**config.mk**
```make
export PLATFORM = sky130hd
export DESIGN_NAME = ppf_top
export DESIGN_NICKNAME = d
export VERILOG_FILES = /design/src/pkg/ppf_pkg.sv /design/src/rtl/ppf_top.sv /design/src/rtl/ppf_pin_slice.sv
export VERILOG_INCLUDE_DIRS = /design/src /design/src/pkg
export SDC_FILE = /design/constraint.sdc
export NUM_CORES = 1
export LEC_CHECK = 0
export ABC_AREA = 1
export BUFFER_PORTS_ARGS = -buffer_cell sky130_fd_sc_hd__buf_2
export CAP_MARGIN = 40
export CORE_ASPECT_RATIO = 0.6
export CORE_MARGIN = 3
export CORE_UTILIZATION = 53
export DETAILED_ROUTE_END_ITERATION = 6
export GPL_ROUTABILITY_DRIVEN = 0
export PLACE_DENSITY = 0.81
export RECOVER_POWER = 50
export SETUP_SLACK_MARGIN = 0.5
export SYNTH_ARGS = -nofsm -noshare
export SYNTH_HDL_FRONTEND = slang
export SYNTH_HIERARCHICAL = 1
export SYNTH_SLANG_ARGS = --single-unit
```
**constraint.sdc**
```tcl
create_clock -name MCLK_IN -period 6.1 [get_ports MCLK_IN]
set_input_delay 1.83 -clock MCLK_IN [delete_from_list [all_inputs] [get_ports MCLK_IN]]
set_output_delay 1.83 -clock MCLK_IN [all_outputs]
set_load 0.02 [all_outputs]
```
**src/pkg/ppf_params.svh**
```systemverilog
// Purpose: Named constants for the port pin function control block.
// Assumes: Included by its bare name; definitions only.
// Notes: Offsets are byte addresses of aligned 32-bit words on the AXI4-Lite slave.
`ifndef PPF_PARAMS_SVH
`define PPF_PARAMS_SVH

// ----------------------------------------------------------------------------
// Register byte offsets
// ----------------------------------------------------------------------------
`define PPF_ADDR_W 6
`define PPF_OFF_PORT_DATA 6'h00
`define PPF_OFF_DIRECTION 6'h04
`define PPF_OFF_FUNC_SELECT 6'h08
`define PPF_OFF_OPEN_DRAIN 6'h0C
`define PPF_OFF_FUNC_CHOICE 6'h10
`define PPF_OFF_FUNC_CHOICE_EXT 6'h14
`define PPF_OFF_BIT_OP 6'h18
`define PPF_OFF_DEBUG_CTRL 6'h1C
`define PPF_OFF_IRQ_STATUS 6'h20
`define PPF_OFF_IRQ_CLEAR 6'h24
`define PPF_OFF_IRQ_ENABLE 6'h28

// ----------------------------------------------------------------------------
// Reset values
// ----------------------------------------------------------------------------
`define PPF_RST_DIRECTION 8'hFF
`define PPF_RST_OE_N 8'hFF
`define PPF_RST_BYTE 8'h00
`define PPF_RST_DEBUG_EN 1'b1
`define PPF_RST_IRQ 2'h0

// ----------------------------------------------------------------------------
// Field positions
// ----------------------------------------------------------------------------
`define PPF_BITOP_IDX_MSB 2
`define PPF_BITOP_SET_POS 8
`define PPF_DEBUG_EN_POS 0
`define PPF_DEBUG_MODE_POS 1
`define PPF_EV_DEBUG_ENTRY 0
`define PPF_EV_SHARED_EDGE 1
`define PPF_SHARED_PIN 5
`define PPF_NUM_EVENTS 2

// ----------------------------------------------------------------------------
// AXI4-Lite response codes
// ----------------------------------------------------------------------------
`define PPF_RESP_OKAY 2'h0
`define PPF_RESP_SLVERR 2'h2

`endif

```
**src/pkg/ppf_pkg.sv**
```systemverilog
// Purpose: Types shared by the port pin function control block.
// Assumes: Constants come from ppf_params.svh.
// Notes: Types only; numbers live in the header.
package ppf_pkg;

  // --------------------------------------------------------------------------
  // Types
  // --------------------------------------------------------------------------
  typedef logic [7:0] ppf_byte_t;
  typedef logic [1:0] ppf_resp_t;
  typedef enum logic [0:0] {PPF_RD_IDLE, PPF_RD_RESP} ppf_rd_state_t;

endpackage

```
**src/rtl/ppf_top.sv**
```systemverilog
// Purpose: Port pin function control with AXI4-Lite registers and debug-reset pin handling.
// Assumes: MCLK_IN at 40 MHz; internal reset requests are one-clock-domain levels or pulses.
// Notes: Pin levels pass two flip-flops; all top outputs except S_AXI_ARREADY come from flip-flops.
`timescale 1ns/10ps
`include "ppf_params.svh"

// Contract
// - Select bit 0 port, 1 alternate.
// - Alternate input is select AND pin.
// - Select change seen as edge; configure after.
// - Open-drain only acts with direction output; the code also applies it in alternate mode whatever the direction.
// - Write hits latch; read pins or latch.
// - Bit operation: 8-bit read, modify, write.
// - External reset gives shared pin debug function.
// - High debug pin enters debug, releases pins.
// - Internal resets keep debug function and control.
// - Pull-down on after reset, off when cleared.
module ppf_top
  import ppf_pkg::*;
#(
  parameter int PORT_WIDTH = 8
)
(
  // Clock and resets.
  input wire logic MCLK_IN,
  input wire logic RESET_N_IN,
  input wire logic WDT_RESET_IN,
  input wire logic CLM_RESET_IN,
  input wire logic LVI_RESET_IN,
  // AXI4-Lite write address and data.
  input wire logic S_AXI_AWVALID,
  output logic S_AXI_AWREADY,
  input wire logic [`PPF_ADDR_W-1:0] S_AXI_AWADDR,
  input wire logic S_AXI_WVALID,
  output logic S_AXI_WREADY,
  input wire logic [31:0] S_AXI_WDATA,
  input wire logic [3:0] S_AXI_WSTRB,
  // AXI4-Lite write response.
  output logic S_AXI_BVALID,
  input wire logic S_AXI_BREADY,
  output logic [1:0] S_AXI_BRESP,
  // AXI4-Lite read.
  input wire logic S_AXI_ARVALID,
  output logic S_AXI_ARREADY,
  input wire logic [`PPF_ADDR_W-1:0] S_AXI_ARADDR,
  output logic S_AXI_RVALID,
  input wire logic S_AXI_RREADY,
  output logic [31:0] S_AXI_RDATA,
  output logic [1:0] S_AXI_RRESP,
  // Pins.
  input wire logic [PORT_WIDTH-1:0] PIN_IN,
  output logic [PORT_WIDTH-1:0] PIN_OUT,
  output logic [PORT_WIDTH-1:0] PIN_OE_N_OUT,
  output logic PULLDOWN_EN_OUT,
  // Peripheral function blocks.
  input wire logic [PORT_WIDTH-1:0] ALT_OUT_IN,
  input wire logic [PORT_WIDTH-1:0] ALT_OE_IN,
  output logic [PORT_WIDTH-1:0] ALT_IN_OUT,
  output logic [PORT_WIDTH-1:0] FUNC_SELECT_OUT,
  output logic [PORT_WIDTH-1:0] FUNC_CHOICE_OUT,
  output logic [PORT_WIDTH-1:0] FUNC_CHOICE_EXT_OUT,
  // Debug and interrupt.
  output logic DEBUG_PINS_RELEASE_OUT,
  output logic IRQ_OUT
);

  // --------------------------------------------------------------------------
  // Elaboration check
  // --------------------------------------------------------------------------
  // Bit operations and the byte-wide register file are defined for eight pins only.
  if (PORT_WIDTH != 8)
  begin : g_width_check
    $error("ppf_top supports PORT_WIDTH of 8 only");
  end

  // --------------------------------------------------------------------------
  // Declarations
  // --------------------------------------------------------------------------
  logic rst_meta_q, rst_n_q;
  logic [7:0] pin_meta_q, pin_sync_q;
  ppf_byte_t port_latch_q, direction_q, func_select_q, open_drain_q;
  ppf_byte_t func_choice_q, func_choice_ext_q;
  logic debug_en_q, debug_mode_q;
  logic [`PPF_NUM_EVENTS-1:0] irq_status_q, irq_enable_q, irq_event;
  logic shared_alt_prev_q, internal_rst;
  logic aw_held_q, w_held_q, awready_q, wready_q, bvalid_q;
  logic [`PPF_ADDR_W-1:0] awaddr_q;
  logic [31:0] wdata_q;
  logic wstrb0_q, wr_do, wr_hit;
  ppf_resp_t bresp_q, rresp_q;
  ppf_rd_state_t rd_state_q;
  logic [31:0] rdata_q;
  logic [7:0] drv_val, drv_oe_n, alt_in;
  logic [7:0] pin_out_q, pin_oe_n_q, alt_in_q;
  logic irq_q;

  // --------------------------------------------------------------------------
  // Functions
  // --------------------------------------------------------------------------
  // Port data read view: input bits show the pin, output bits show the latch.
  function automatic ppf_byte_t port_read(input ppf_byte_t dir, input ppf_byte_t latch,
                                          input ppf_byte_t pins);
    port_read = (dir & pins) | (~dir & latch);
  endfunction

  // Address decode shared by the write and read paths.
  function automatic logic is_mapped(input logic [`PPF_ADDR_W-1:0] addr, input logic for_write);
    unique case (addr)
      `PPF_OFF_PORT_DATA, `PPF_OFF_DIRECTION, `PPF_OFF_FUNC_SELECT, `PPF_OFF_OPEN_DRAIN,
      `PPF_OFF_FUNC_CHOICE, `PPF_OFF_FUNC_CHOICE_EXT, `PPF_OFF_DEBUG_CTRL,
      `PPF_OFF_IRQ_ENABLE: is_mapped = 1'b1;
      `PPF_OFF_BIT_OP, `PPF_OFF_IRQ_CLEAR: is_mapped = for_write;
      `PPF_OFF_IRQ_STATUS: is_mapped = ~for_write;
      default: is_mapped = 1'b0;
    endcase
  endfunction

  // --------------------------------------------------------------------------
  // Reset and pin synchronisers
  // --------------------------------------------------------------------------
  // External reset is released through two flip-flops.
  always_ff @(posedge MCLK_IN or negedge RESET_N_IN)
  begin
    if (!RESET_N_IN)
    begin
      rst_meta_q <= 1'b0;
      rst_n_q <= 1'b0;
    end
    else
    begin
      rst_meta_q <= 1'b1;
      rst_n_q <= rst_meta_q;
    end
  end

  // Pin levels come from outside the clock domain; only the second stage is read.
  always_ff @(posedge MCLK_IN or negedge rst_n_q)
  begin
    if (!rst_n_q)
    begin
      pin_meta_q <= `PPF_RST_BYTE;
      pin_sync_q <= `PPF_RST_BYTE;
    end
    else
    begin
      pin_meta_q <= PIN_IN;
      pin_sync_q <= pin_meta_q;
    end
  end

  // Watchdog, clock monitor and low-voltage resets clear the port but not debug state.
  assign internal_rst = WDT_RESET_IN | CLM_RESET_IN | LVI_RESET_IN;

  // --------------------------------------------------------------------------
  // AXI4-Lite write channel
  // --------------------------------------------------------------------------
  // Address and data are held separately, in either order; the write fires once both are in.
  assign wr_do = aw_held_q & w_held_q & ~bvalid_q;
  assign wr_hit = wr_do & is_mapped(awaddr_q, 1'b1) & wstrb0_q;

  // Channel holding flags and handshakes; one write at a time.
  always_ff @(posedge MCLK_IN or negedge rst_n_q)
  begin
    if (!rst_n_q)
    begin
      aw_held_q <= 1'b0;
      w_held_q <= 1'b0;
      awready_q <= 1'b0;
      wready_q <= 1'b0;
      bvalid_q <= 1'b0;
      bresp_q <= `PPF_RESP_OKAY;
      awaddr_q <= '0;
      wdata_q <= '0;
      wstrb0_q <= 1'b0;
    end
    else
    begin
      if (S_AXI_AWVALID && awready_q)
      begin
        aw_held_q <= 1'b1;
        awaddr_q <= S_AXI_AWADDR;
      end
      else if (wr_do)
      begin
        aw_held_q <= 1'b0;
      end
      if (S_AXI_WVALID && wready_q)
      begin
        w_held_q <= 1'b1;
        wdata_q <= S_AXI_WDATA;
        wstrb0_q <= S_AXI_WSTRB[0];
      end
      else if (wr_do)
      begin
        w_held_q <= 1'b0;
      end
      // Ready drops as soon as the item is taken and rises again after the response.
      awready_q <= ~(aw_held_q | (S_AXI_AWVALID & awready_q)) & ~bvalid_q & ~wr_do;
      wready_q <= ~(w_held_q | (S_AXI_WVALID & wready_q)) & ~bvalid_q & ~wr_do;
      if (wr_do)
      begin
        bvalid_q <= 1'b1;
        bresp_q <= is_mapped(awaddr_q, 1'b1) ? `PPF_RESP_OKAY : `PPF_RESP_SLVERR;
      end
      else if (S_AXI_BREADY)
      begin
        bvalid_q <= 1'b0;
      end
    end
  end

  // --------------------------------------------------------------------------
  // Port configuration registers
  // --------------------------------------------------------------------------
  // Port registers change on a clock edge after a bus write or an internal reset; byte lane 0 is stored, and the bit operation also takes bit 8.
  always_ff @(posedge MCLK_IN or negedge rst_n_q)
  begin
    if (!rst_n_q)
    begin
      port_latch_q <= `PPF_RST_BYTE;
      direction_q <= `PPF_RST_DIRECTION;
      func_select_q <= `PPF_RST_BYTE;
      open_drain_q <= `PPF_RST_BYTE;
      func_choice_q <= `PPF_RST_BYTE;
      func_choice_ext_q <= `PPF_RST_BYTE;
    end
    else if (internal_rst)
    begin
      port_latch_q <= `PPF_RST_BYTE;
      direction_q <= `PPF_RST_DIRECTION;
      func_select_q <= `PPF_RST_BYTE;
      open_drain_q <= `PPF_RST_BYTE;
      func_choice_q <= `PPF_RST_BYTE;
      func_choice_ext_q <= `PPF_RST_BYTE;
    end
    else if (wr_hit)
    begin
      unique case (awaddr_q)
        `PPF_OFF_PORT_DATA: port_latch_q <= wdata_q[7:0];
        // The bit operation copies pin levels of input bits into their latches by design.
        `PPF_OFF_BIT_OP:
        begin
          port_latch_q <= port_read(direction_q, port_latch_q, pin_sync_q);
          port_latch_q[wdata_q[`PPF_BITOP_IDX_MSB:0]] <= wdata_q[`PPF_BITOP_SET_POS];
        end
        `PPF_OFF_DIRECTION: direction_q <= wdata_q[7:0];
        `PPF_OFF_FUNC_SELECT: func_select_q <= wdata_q[7:0];
        `PPF_OFF_OPEN_DRAIN: open_drain_q <= wdata_q[7:0];
        `PPF_OFF_FUNC_CHOICE: func_choice_q <= wdata_q[7:0];
        `PPF_OFF_FUNC_CHOICE_EXT: func_choice_ext_q <= wdata_q[7:0];
        default: ;
      endcase
    end
  end

  // --------------------------------------------------------------------------
  // Debug-reset pin control
  // --------------------------------------------------------------------------
  // Only the external reset restores the debug function; internal resets leave it alone.
  always_ff @(posedge MCLK_IN or negedge rst_n_q)
  begin
    if (!rst_n_q)
    begin
      debug_en_q <= `PPF_RST_DEBUG_EN;
      debug_mode_q <= 1'b0;
    end
    else
    begin
      if (wr_hit && awaddr_q == `PPF_OFF_DEBUG_CTRL)
      begin
        debug_en_q <= wdata_q[`PPF_DEBUG_EN_POS];
      end
      // A high level on the debug-reset input while it holds that function enters debug mode.
      if (!debug_en_q)
      begin
        debug_mode_q <= 1'b0;
      end
      else if (pin_sync_q[`PPF_SHARED_PIN])
      begin
        debug_mode_q <= 1'b1;
      end
    end
  end

  // --------------------------------------------------------------------------
  // Pin slices
  // --------------------------------------------------------------------------
  // One slice per pin; the shared pin is held off while it carries the debug-reset input.
  for (genvar i = 0; i < PORT_WIDTH; i++)
  begin : g_pin
    ppf_pin_slice u_slice
    (
      .sel_in(func_select_q[i]),
      .dir_in(direction_q[i]),
      .od_in(open_drain_q[i]),
      .latch_in(port_latch_q[i]),
      .debug_hold_in(debug_en_q && (i == `PPF_SHARED_PIN)),
      .alt_out_in(ALT_OUT_IN[i]),
      .alt_oe_in(ALT_OE_IN[i]),
      .pin_in(pin_sync_q[i]),
      .drv_val_out(drv_val[i]),
      .drv_oe_n_out(drv_oe_n[i]),
      .alt_in_out(alt_in[i])
    );
  end

  // Registered pin outputs; drivers stay off through reset.
  always_ff @(posedge MCLK_IN or negedge rst_n_q)
  begin
    if (!rst_n_q)
    begin
      pin_out_q <= `PPF_RST_BYTE;
      pin_oe_n_q <= `PPF_RST_OE_N;
      alt_in_q <= `PPF_RST_BYTE;
    end
    else
    begin
      pin_out_q <= drv_val;
      pin_oe_n_q <= drv_oe_n;
      alt_in_q <= alt_in;
    end
  end

  // --------------------------------------------------------------------------
  // Interrupts
  // --------------------------------------------------------------------------
  // The shared edge follows the gated input, so a select change on a high pin is an edge too.
  assign irq_event[`PPF_EV_DEBUG_ENTRY] = debug_en_q & pin_sync_q[`PPF_SHARED_PIN] & ~debug_mode_q;
  assign irq_event[`PPF_EV_SHARED_EDGE] = alt_in_q[`PPF_SHARED_PIN] & ~shared_alt_prev_q;

  // Sticky status: a new event in the same cycle as its clear keeps the bit set.
  always_ff @(posedge MCLK_IN or negedge rst_n_q)
  begin
    if (!rst_n_q)
    begin
      irq_status_q <= `PPF_RST_IRQ;
      irq_enable_q <= `PPF_RST_IRQ;
      shared_alt_prev_q <= 1'b0;
      irq_q <= 1'b0;
    end
    else
    begin
      shared_alt_prev_q <= alt_in_q[`PPF_SHARED_PIN];
      if (wr_hit && awaddr_q == `PPF_OFF_IRQ_CLEAR)
      begin
        irq_status_q <= (irq_status_q & ~wdata_q[`PPF_NUM_EVENTS-1:0]) | irq_event;
      end
      else
      begin
        irq_status_q <= irq_status_q | irq_event;
      end
      if (wr_hit && awaddr_q == `PPF_OFF_IRQ_ENABLE)
      begin
        irq_enable_q <= wdata_q[`PPF_NUM_EVENTS-1:0];
      end
      irq_q <= |(irq_status_q & irq_enable_q);
    end
  end

  // --------------------------------------------------------------------------
  // AXI4-Lite read channel
  // --------------------------------------------------------------------------
  // Data is captured at the address handshake; the next request waits for rready.
  always_ff @(posedge MCLK_IN or negedge rst_n_q)
  begin
    if (!rst_n_q)
    begin
      rd_state_q <= PPF_RD_IDLE;
      rdata_q <= '0;
      rresp_q <= `PPF_RESP_OKAY;
    end
    else
    begin
      unique case (rd_state_q)
        PPF_RD_IDLE:
        begin
          if (S_AXI_ARVALID)
          begin
            rd_state_q <= PPF_RD_RESP;
            rresp_q <= is_mapped(S_AXI_ARADDR, 1'b0) ? `PPF_RESP_OKAY : `PPF_RESP_SLVERR;
            rdata_q <= '0;
            unique case (S_AXI_ARADDR)
              `PPF_OFF_PORT_DATA: rdata_q[7:0] <= port_read(direction_q, port_latch_q, pin_sync_q);
              `PPF_OFF_DIRECTION: rdata_q[7:0] <= direction_q;
              `PPF_OFF_FUNC_SELECT: rdata_q[7:0] <= func_select_q;
              `PPF_OFF_OPEN_DRAIN: rdata_q[7:0] <= open_drain_q;
              `PPF_OFF_FUNC_CHOICE: rdata_q[7:0] <= func_choice_q;
              `PPF_OFF_FUNC_CHOICE_EXT: rdata_q[7:0] <= func_choice_ext_q;
              `PPF_OFF_DEBUG_CTRL:
              begin
                rdata_q[`PPF_DEBUG_EN_POS] <= debug_en_q;
                rdata_q[`PPF_DEBUG_MODE_POS] <= debug_mode_q;
              end
              `PPF_OFF_IRQ_STATUS: rdata_q[`PPF_NUM_EVENTS-1:0] <= irq_status_q;
              `PPF_OFF_IRQ_ENABLE: rdata_q[`PPF_NUM_EVENTS-1:0] <= irq_enable_q;
              default: ;
            endcase
          end
        end
        PPF_RD_RESP:
        begin
          if (S_AXI_RREADY)
          begin
            rd_state_q <= PPF_RD_IDLE;
          end
        end
      endcase
    end
  end

  // --------------------------------------------------------------------------
  // Output assignments
  // --------------------------------------------------------------------------
  // Each output is a flip-flop except S_AXI_ARREADY, which gates the read state with the reset; the pull-down follows the debug enable bit.
  assign S_AXI_AWREADY = awready_q;
  assign S_AXI_WREADY = wready_q;
  assign S_AXI_BVALID = bvalid_q;
  assign S_AXI_BRESP = bresp_q;
  assign S_AXI_ARREADY = (rd_state_q == PPF_RD_IDLE) & rst_n_q;
  assign S_AXI_RVALID = (rd_state_q == PPF_RD_RESP);
  assign S_AXI_RDATA = rdata_q;
  assign S_AXI_RRESP = rresp_q;
  assign PIN_OUT = pin_out_q;
  assign PIN_OE_N_OUT = pin_oe_n_q;
  assign PULLDOWN_EN_OUT = debug_en_q;
  assign ALT_IN_OUT = alt_in_q;
  assign FUNC_SELECT_OUT = func_select_q;
  assign FUNC_CHOICE_OUT = func_choice_q;
  assign FUNC_CHOICE_EXT_OUT = func_choice_ext_q;
  assign DEBUG_PINS_RELEASE_OUT = debug_mode_q;
  assign IRQ_OUT = irq_q;

endmodule

```
**src/rtl/ppf_pin_slice.sv**
```systemverilog
// Purpose: Pin driver and alternate-input gating for one port pin.
// Assumes: All inputs are on the system clock; the pin level is already synchronised.
// Notes: Purely combinational; the top registers the results.
`timescale 1ns/10ps
module ppf_pin_slice
(
  // Configuration bits of this pin.
  input wire logic sel_in,
  input wire logic dir_in,
  input wire logic od_in,
  input wire logic latch_in,
  input wire logic debug_hold_in,
  // Peripheral side.
  input wire logic alt_out_in,
  input wire logic alt_oe_in,
  // Synchronised pin level.
  input wire logic pin_in,
  // Results.
  output logic drv_val_out,
  output logic drv_oe_n_out,
  output logic alt_in_out
);

  // Driver selection: debug hold wins, then the function select picks the owner.
  always_comb
  begin
    drv_val_out = 1'b0;
    drv_oe_n_out = 1'b1;
    if (debug_hold_in)
    begin
      drv_oe_n_out = 1'b1; // Debug-reset input function keeps the driver off.
    end
    else if (sel_in)
    begin
      // The peripheral governs the driver; open drain only ever pulls low.
      drv_val_out = od_in ? 1'b0 : alt_out_in;
      drv_oe_n_out = ~alt_oe_in | (od_in & alt_out_in);
    end
    else if (!dir_in)
    begin
      // Output mode: the only port-mode use of the open-drain bit; the alternate branch above also uses it with dir=1.
      drv_val_out = od_in ? 1'b0 : latch_in;
      drv_oe_n_out = od_in & latch_in;
    end
  end

  // The peripheral sees the pin ANDed with the select bit, so it reads low in port mode.
  assign alt_in_out = sel_in & pin_in & ~debug_hold_in;

endmodule

```
==> results.py <==
metrics = {
    "worst_setup_path": {
        "reg2reg_depth": 5,
        "critPathRequiredTime_ns": 4.27,
        "path_class": "register to primary output",
        "worstPathMaxFanout": 66,
        "critical_path.startpoint_type": "register",
        "setup.worst_path.end_class": "primary output",
        "crit_start": "rst_n_q",
        "worstReg2RegStart": "S_AXI_BVALID",
        "ff2ff_setup_slack_ns": 2.85,
        "r2r_end": "open_drain_q[3]",
        "arrival_ns": 1.74,
    },
    "sta": {
        "holdWs_ns": 0.3449,
        "grt_setup_unrepaired": "false",
        "tns_ns": 0,
        "skew_ns": 0.006775,
        "layout_min_cycle_time_ns": 3.568,
        "hold_viol": 0,
        "post-route-period-util": 0.5849,
        "fmax_mhz": 280.3,
        "slew_viol_final": 14,
        "worst_slew_pin_slew_ns": 2.219,
        "fin_ws_ns": 2.532,
        "relSlewSlack": -0.4908,
        "setup_viol": 0,
    },
    "synth": {
        "async_flop_share": 1.000,
        "syn_avg_cell_area_sq_um": 8.013,
        "synth_top_area_frac": 0.4405,
        "synth_cells": 801,
        "synthTopCellsByCount": "nand2_1 (211), dfrtp_1 (113), nor2_1 (98), nand3_1 (87), inv_1 (81)",
        "seq_area_frac_synth": 0.5101,
        "ys_ff_latch": 130,
        "synth_edf_count": 0,
        "synth_area_leaders": "dfrtp_1 (44%), nand2_1 (12%), dfstp_2 (7.0%)",
        "synth_most_common_cell": "nand2_1",
        "ys.flop_type": "dfrtp_1",
        "yosys_warnings": 6,
        "ys_types": 36,
        "synth_area_sq_mm": 0.006419,
        "synth_top_area_cell": "dfrtp_1",
    },
    "detailed_routing": {
        "dr.first_iter.drc_count": 674,
        "ant_nets": 0,
        "drc": 0,
        "drt-vias-per-instance": 5.321,
        "wl_mm": 17.78,
        "drt-pass1-iter-count": 5,
        "post_drt_wl_per_cell_um": 15.85,
        "vias": 5970,
    },
    "floorplanning": {
        "rows": 30,
        "core_area_sq_mm": 0.01156,
        "start_util": 0.5552,
        "die_w_um": 148.1,
        "die_area_sq_mm": 0.01351,
        "ioPinCount": 174,
        "die_h_um": 91.25,
    },
    "placed_design": {
        "hpwl_mm": 12.53,
        "numPortBuffers": 121,
        "post-place-ws_ns": 2.609,
    },
    "worst_hold_path": {
        "hp-start": "pin_meta_q[7]",
        "min_path_cells": 0,
        "worst_hold_path.endpoint": "pin_sync_q[7]",
        "hold_class": "register to register",
    },
    "global_routing": {
        "grt.total_usage": 0.2706,
        "antenna_found_initial": 1,
        "grt_first_pass_wirelength_mm": 28.57,
        "grt_overflow_total": 0,
        "grt_pass1_vias": 5395,
        "grt_max_degree": 67,
    },
    "flow_run": {
        "drv_cap": 1,
    },
    "layout": {
        "area_growth_pct": 21.68,
        "nets": 1031,
        "n_fill_cell": 951,
        "num_antenna_cells": 0,
        "top_register": "wdata_q",
        "largest_reg_flops": 9,
        "drive_above_1_share": 0.2110,
    },
    "clock_tree": {
        "cts.sink_count": 130,
        "cts_tree": "built",
        "clkLatencyLatePin_ns": 0.42,
        "h-tree-depth": 4,
        "cts-resized-gates": 0,
        "cts_setup_buffers": 0,
        "clk_pin_slew_ns": 0.06,
        "clockRootBuffer": "clkbuf_16",
        "hold_buffers": 0,
        "clockBufferDepth": 2,
        "cts_buffers": 17,
    },
    "outcome": {
        "violations": "capacitance limit, slew limit",
        "outcome": "finished, violations left",
    },
    "power": {
        "leakage_nw": 4.152,
        "power-per-cell-area_mw_per_mm2": 349.9,
        "ir_worst_vdd_uv": 264.8,
    },
}
-- critical path, stage by stage (launching register included) --
cell and delay [ns]:
dfrtp_4 0.96, inv_1 0.08, nor2_1 0.10, buf_2 0.16
-- cells by family (layout without fill, tap and decap cells) --
| family | Yosys count | count (layout) | share of synthesized area |
|---|---|---|---|
| AND/OR/NAND/NOR | 428 | 428 | 0.3002 |
| flip-flops | 130 | 130 | 0.5101 |
| AO/OA/AOI/OAI | 99 | 99 | 0.08362 |
| multiplexers | 5 | 5 | 0.008771 |
| other | 2 | 48 | 0.001170 |
| buffers and inverters | 137 | 252 | 0.09610 |
-- stage by stage --
| step | power (mW) | utilization | cell area, sq um | cells |
|---|---|---|---|---|
| 3_5_place_dp | 1.611 | 0.6207 | 7176 | 1090 |
| 4_1_cts | 2.740 | 0.6776 | 7834 | 1122 |
| 5_1_grt | 2.853 | 0.6755 | 7810 | 1122 |
| 6_report | 2.732 | 0.6755 | 7810 | 1122 |
| 3_3_place_gp | 1.594 | 0.6200 | 7168 | 1089 |
| 2_1_floorplan | 1.468 | - | 6591 | 847 |
-- per-layer routing --
| layer | global-route usage | part of all wire | up-vias | wire (um) |
|---|---|---|---|---|
| met2 | 0.3731 | 0.42 | 397 | 7384 |
| li1 | - | - | 2786 | - |
| met5 | 0 | 0 | - | 0 |
| met3 | 0.08529 | 0.14 | 35 | 2475 |
| met1 | 0.4087 | 0.43 | 2752 | 7686 |
| met4 | 0.07686 | 0.013 | 0 | 236 |
-- worst max path at each step --
stage	end	slack, ns	depth (start not counted)
floorplan	S_AXI_ARREADY	0.71	2
global placement	direction_q[0]	2.27	7
detailed placement	direction_q[0]	2.61	8
CTS	S_AXI_ARREADY	2.47	3
global route	S_AXI_ARREADY	2.37	3
finish	S_AXI_ARREADY	2.53	3
-- area by class of cell --
class,instances,area (sq um),share of cell area
Timing Repair Buffer,125,630.6,0.08074
Inverter,95,356.6,0.04566
Tap cell,160,200.2,0.02563
Clock buffer,19,452.9,0.05799
Clock inverter,13,205.2,0.02627
Multi-Input combinational cell,580,2686,0.3440
Sequential cell,130,3278,0.4197
-- where the power goes --
part	switching (mW)	total, mW	internal (mW)
clock network	0.384	1.13	0.747
registers	0.124	1.10	0.975
logic	0.354	0.503	0.149
-- cells in the final DEF (no fill, tap or decap), drive strengths merged, types with 17 or more instances in the layout --
cell type	synthesis	final
nand2	214	214
buf	31	121
dfrtp	113	113
nor2	105	105
nand3	89	89
inv	87	89
conb	2	48
a21oi	47	47
o21ai	38	38
clkbuf	11	23
dfstp	17	17
(Power assumes the default switching activity.)
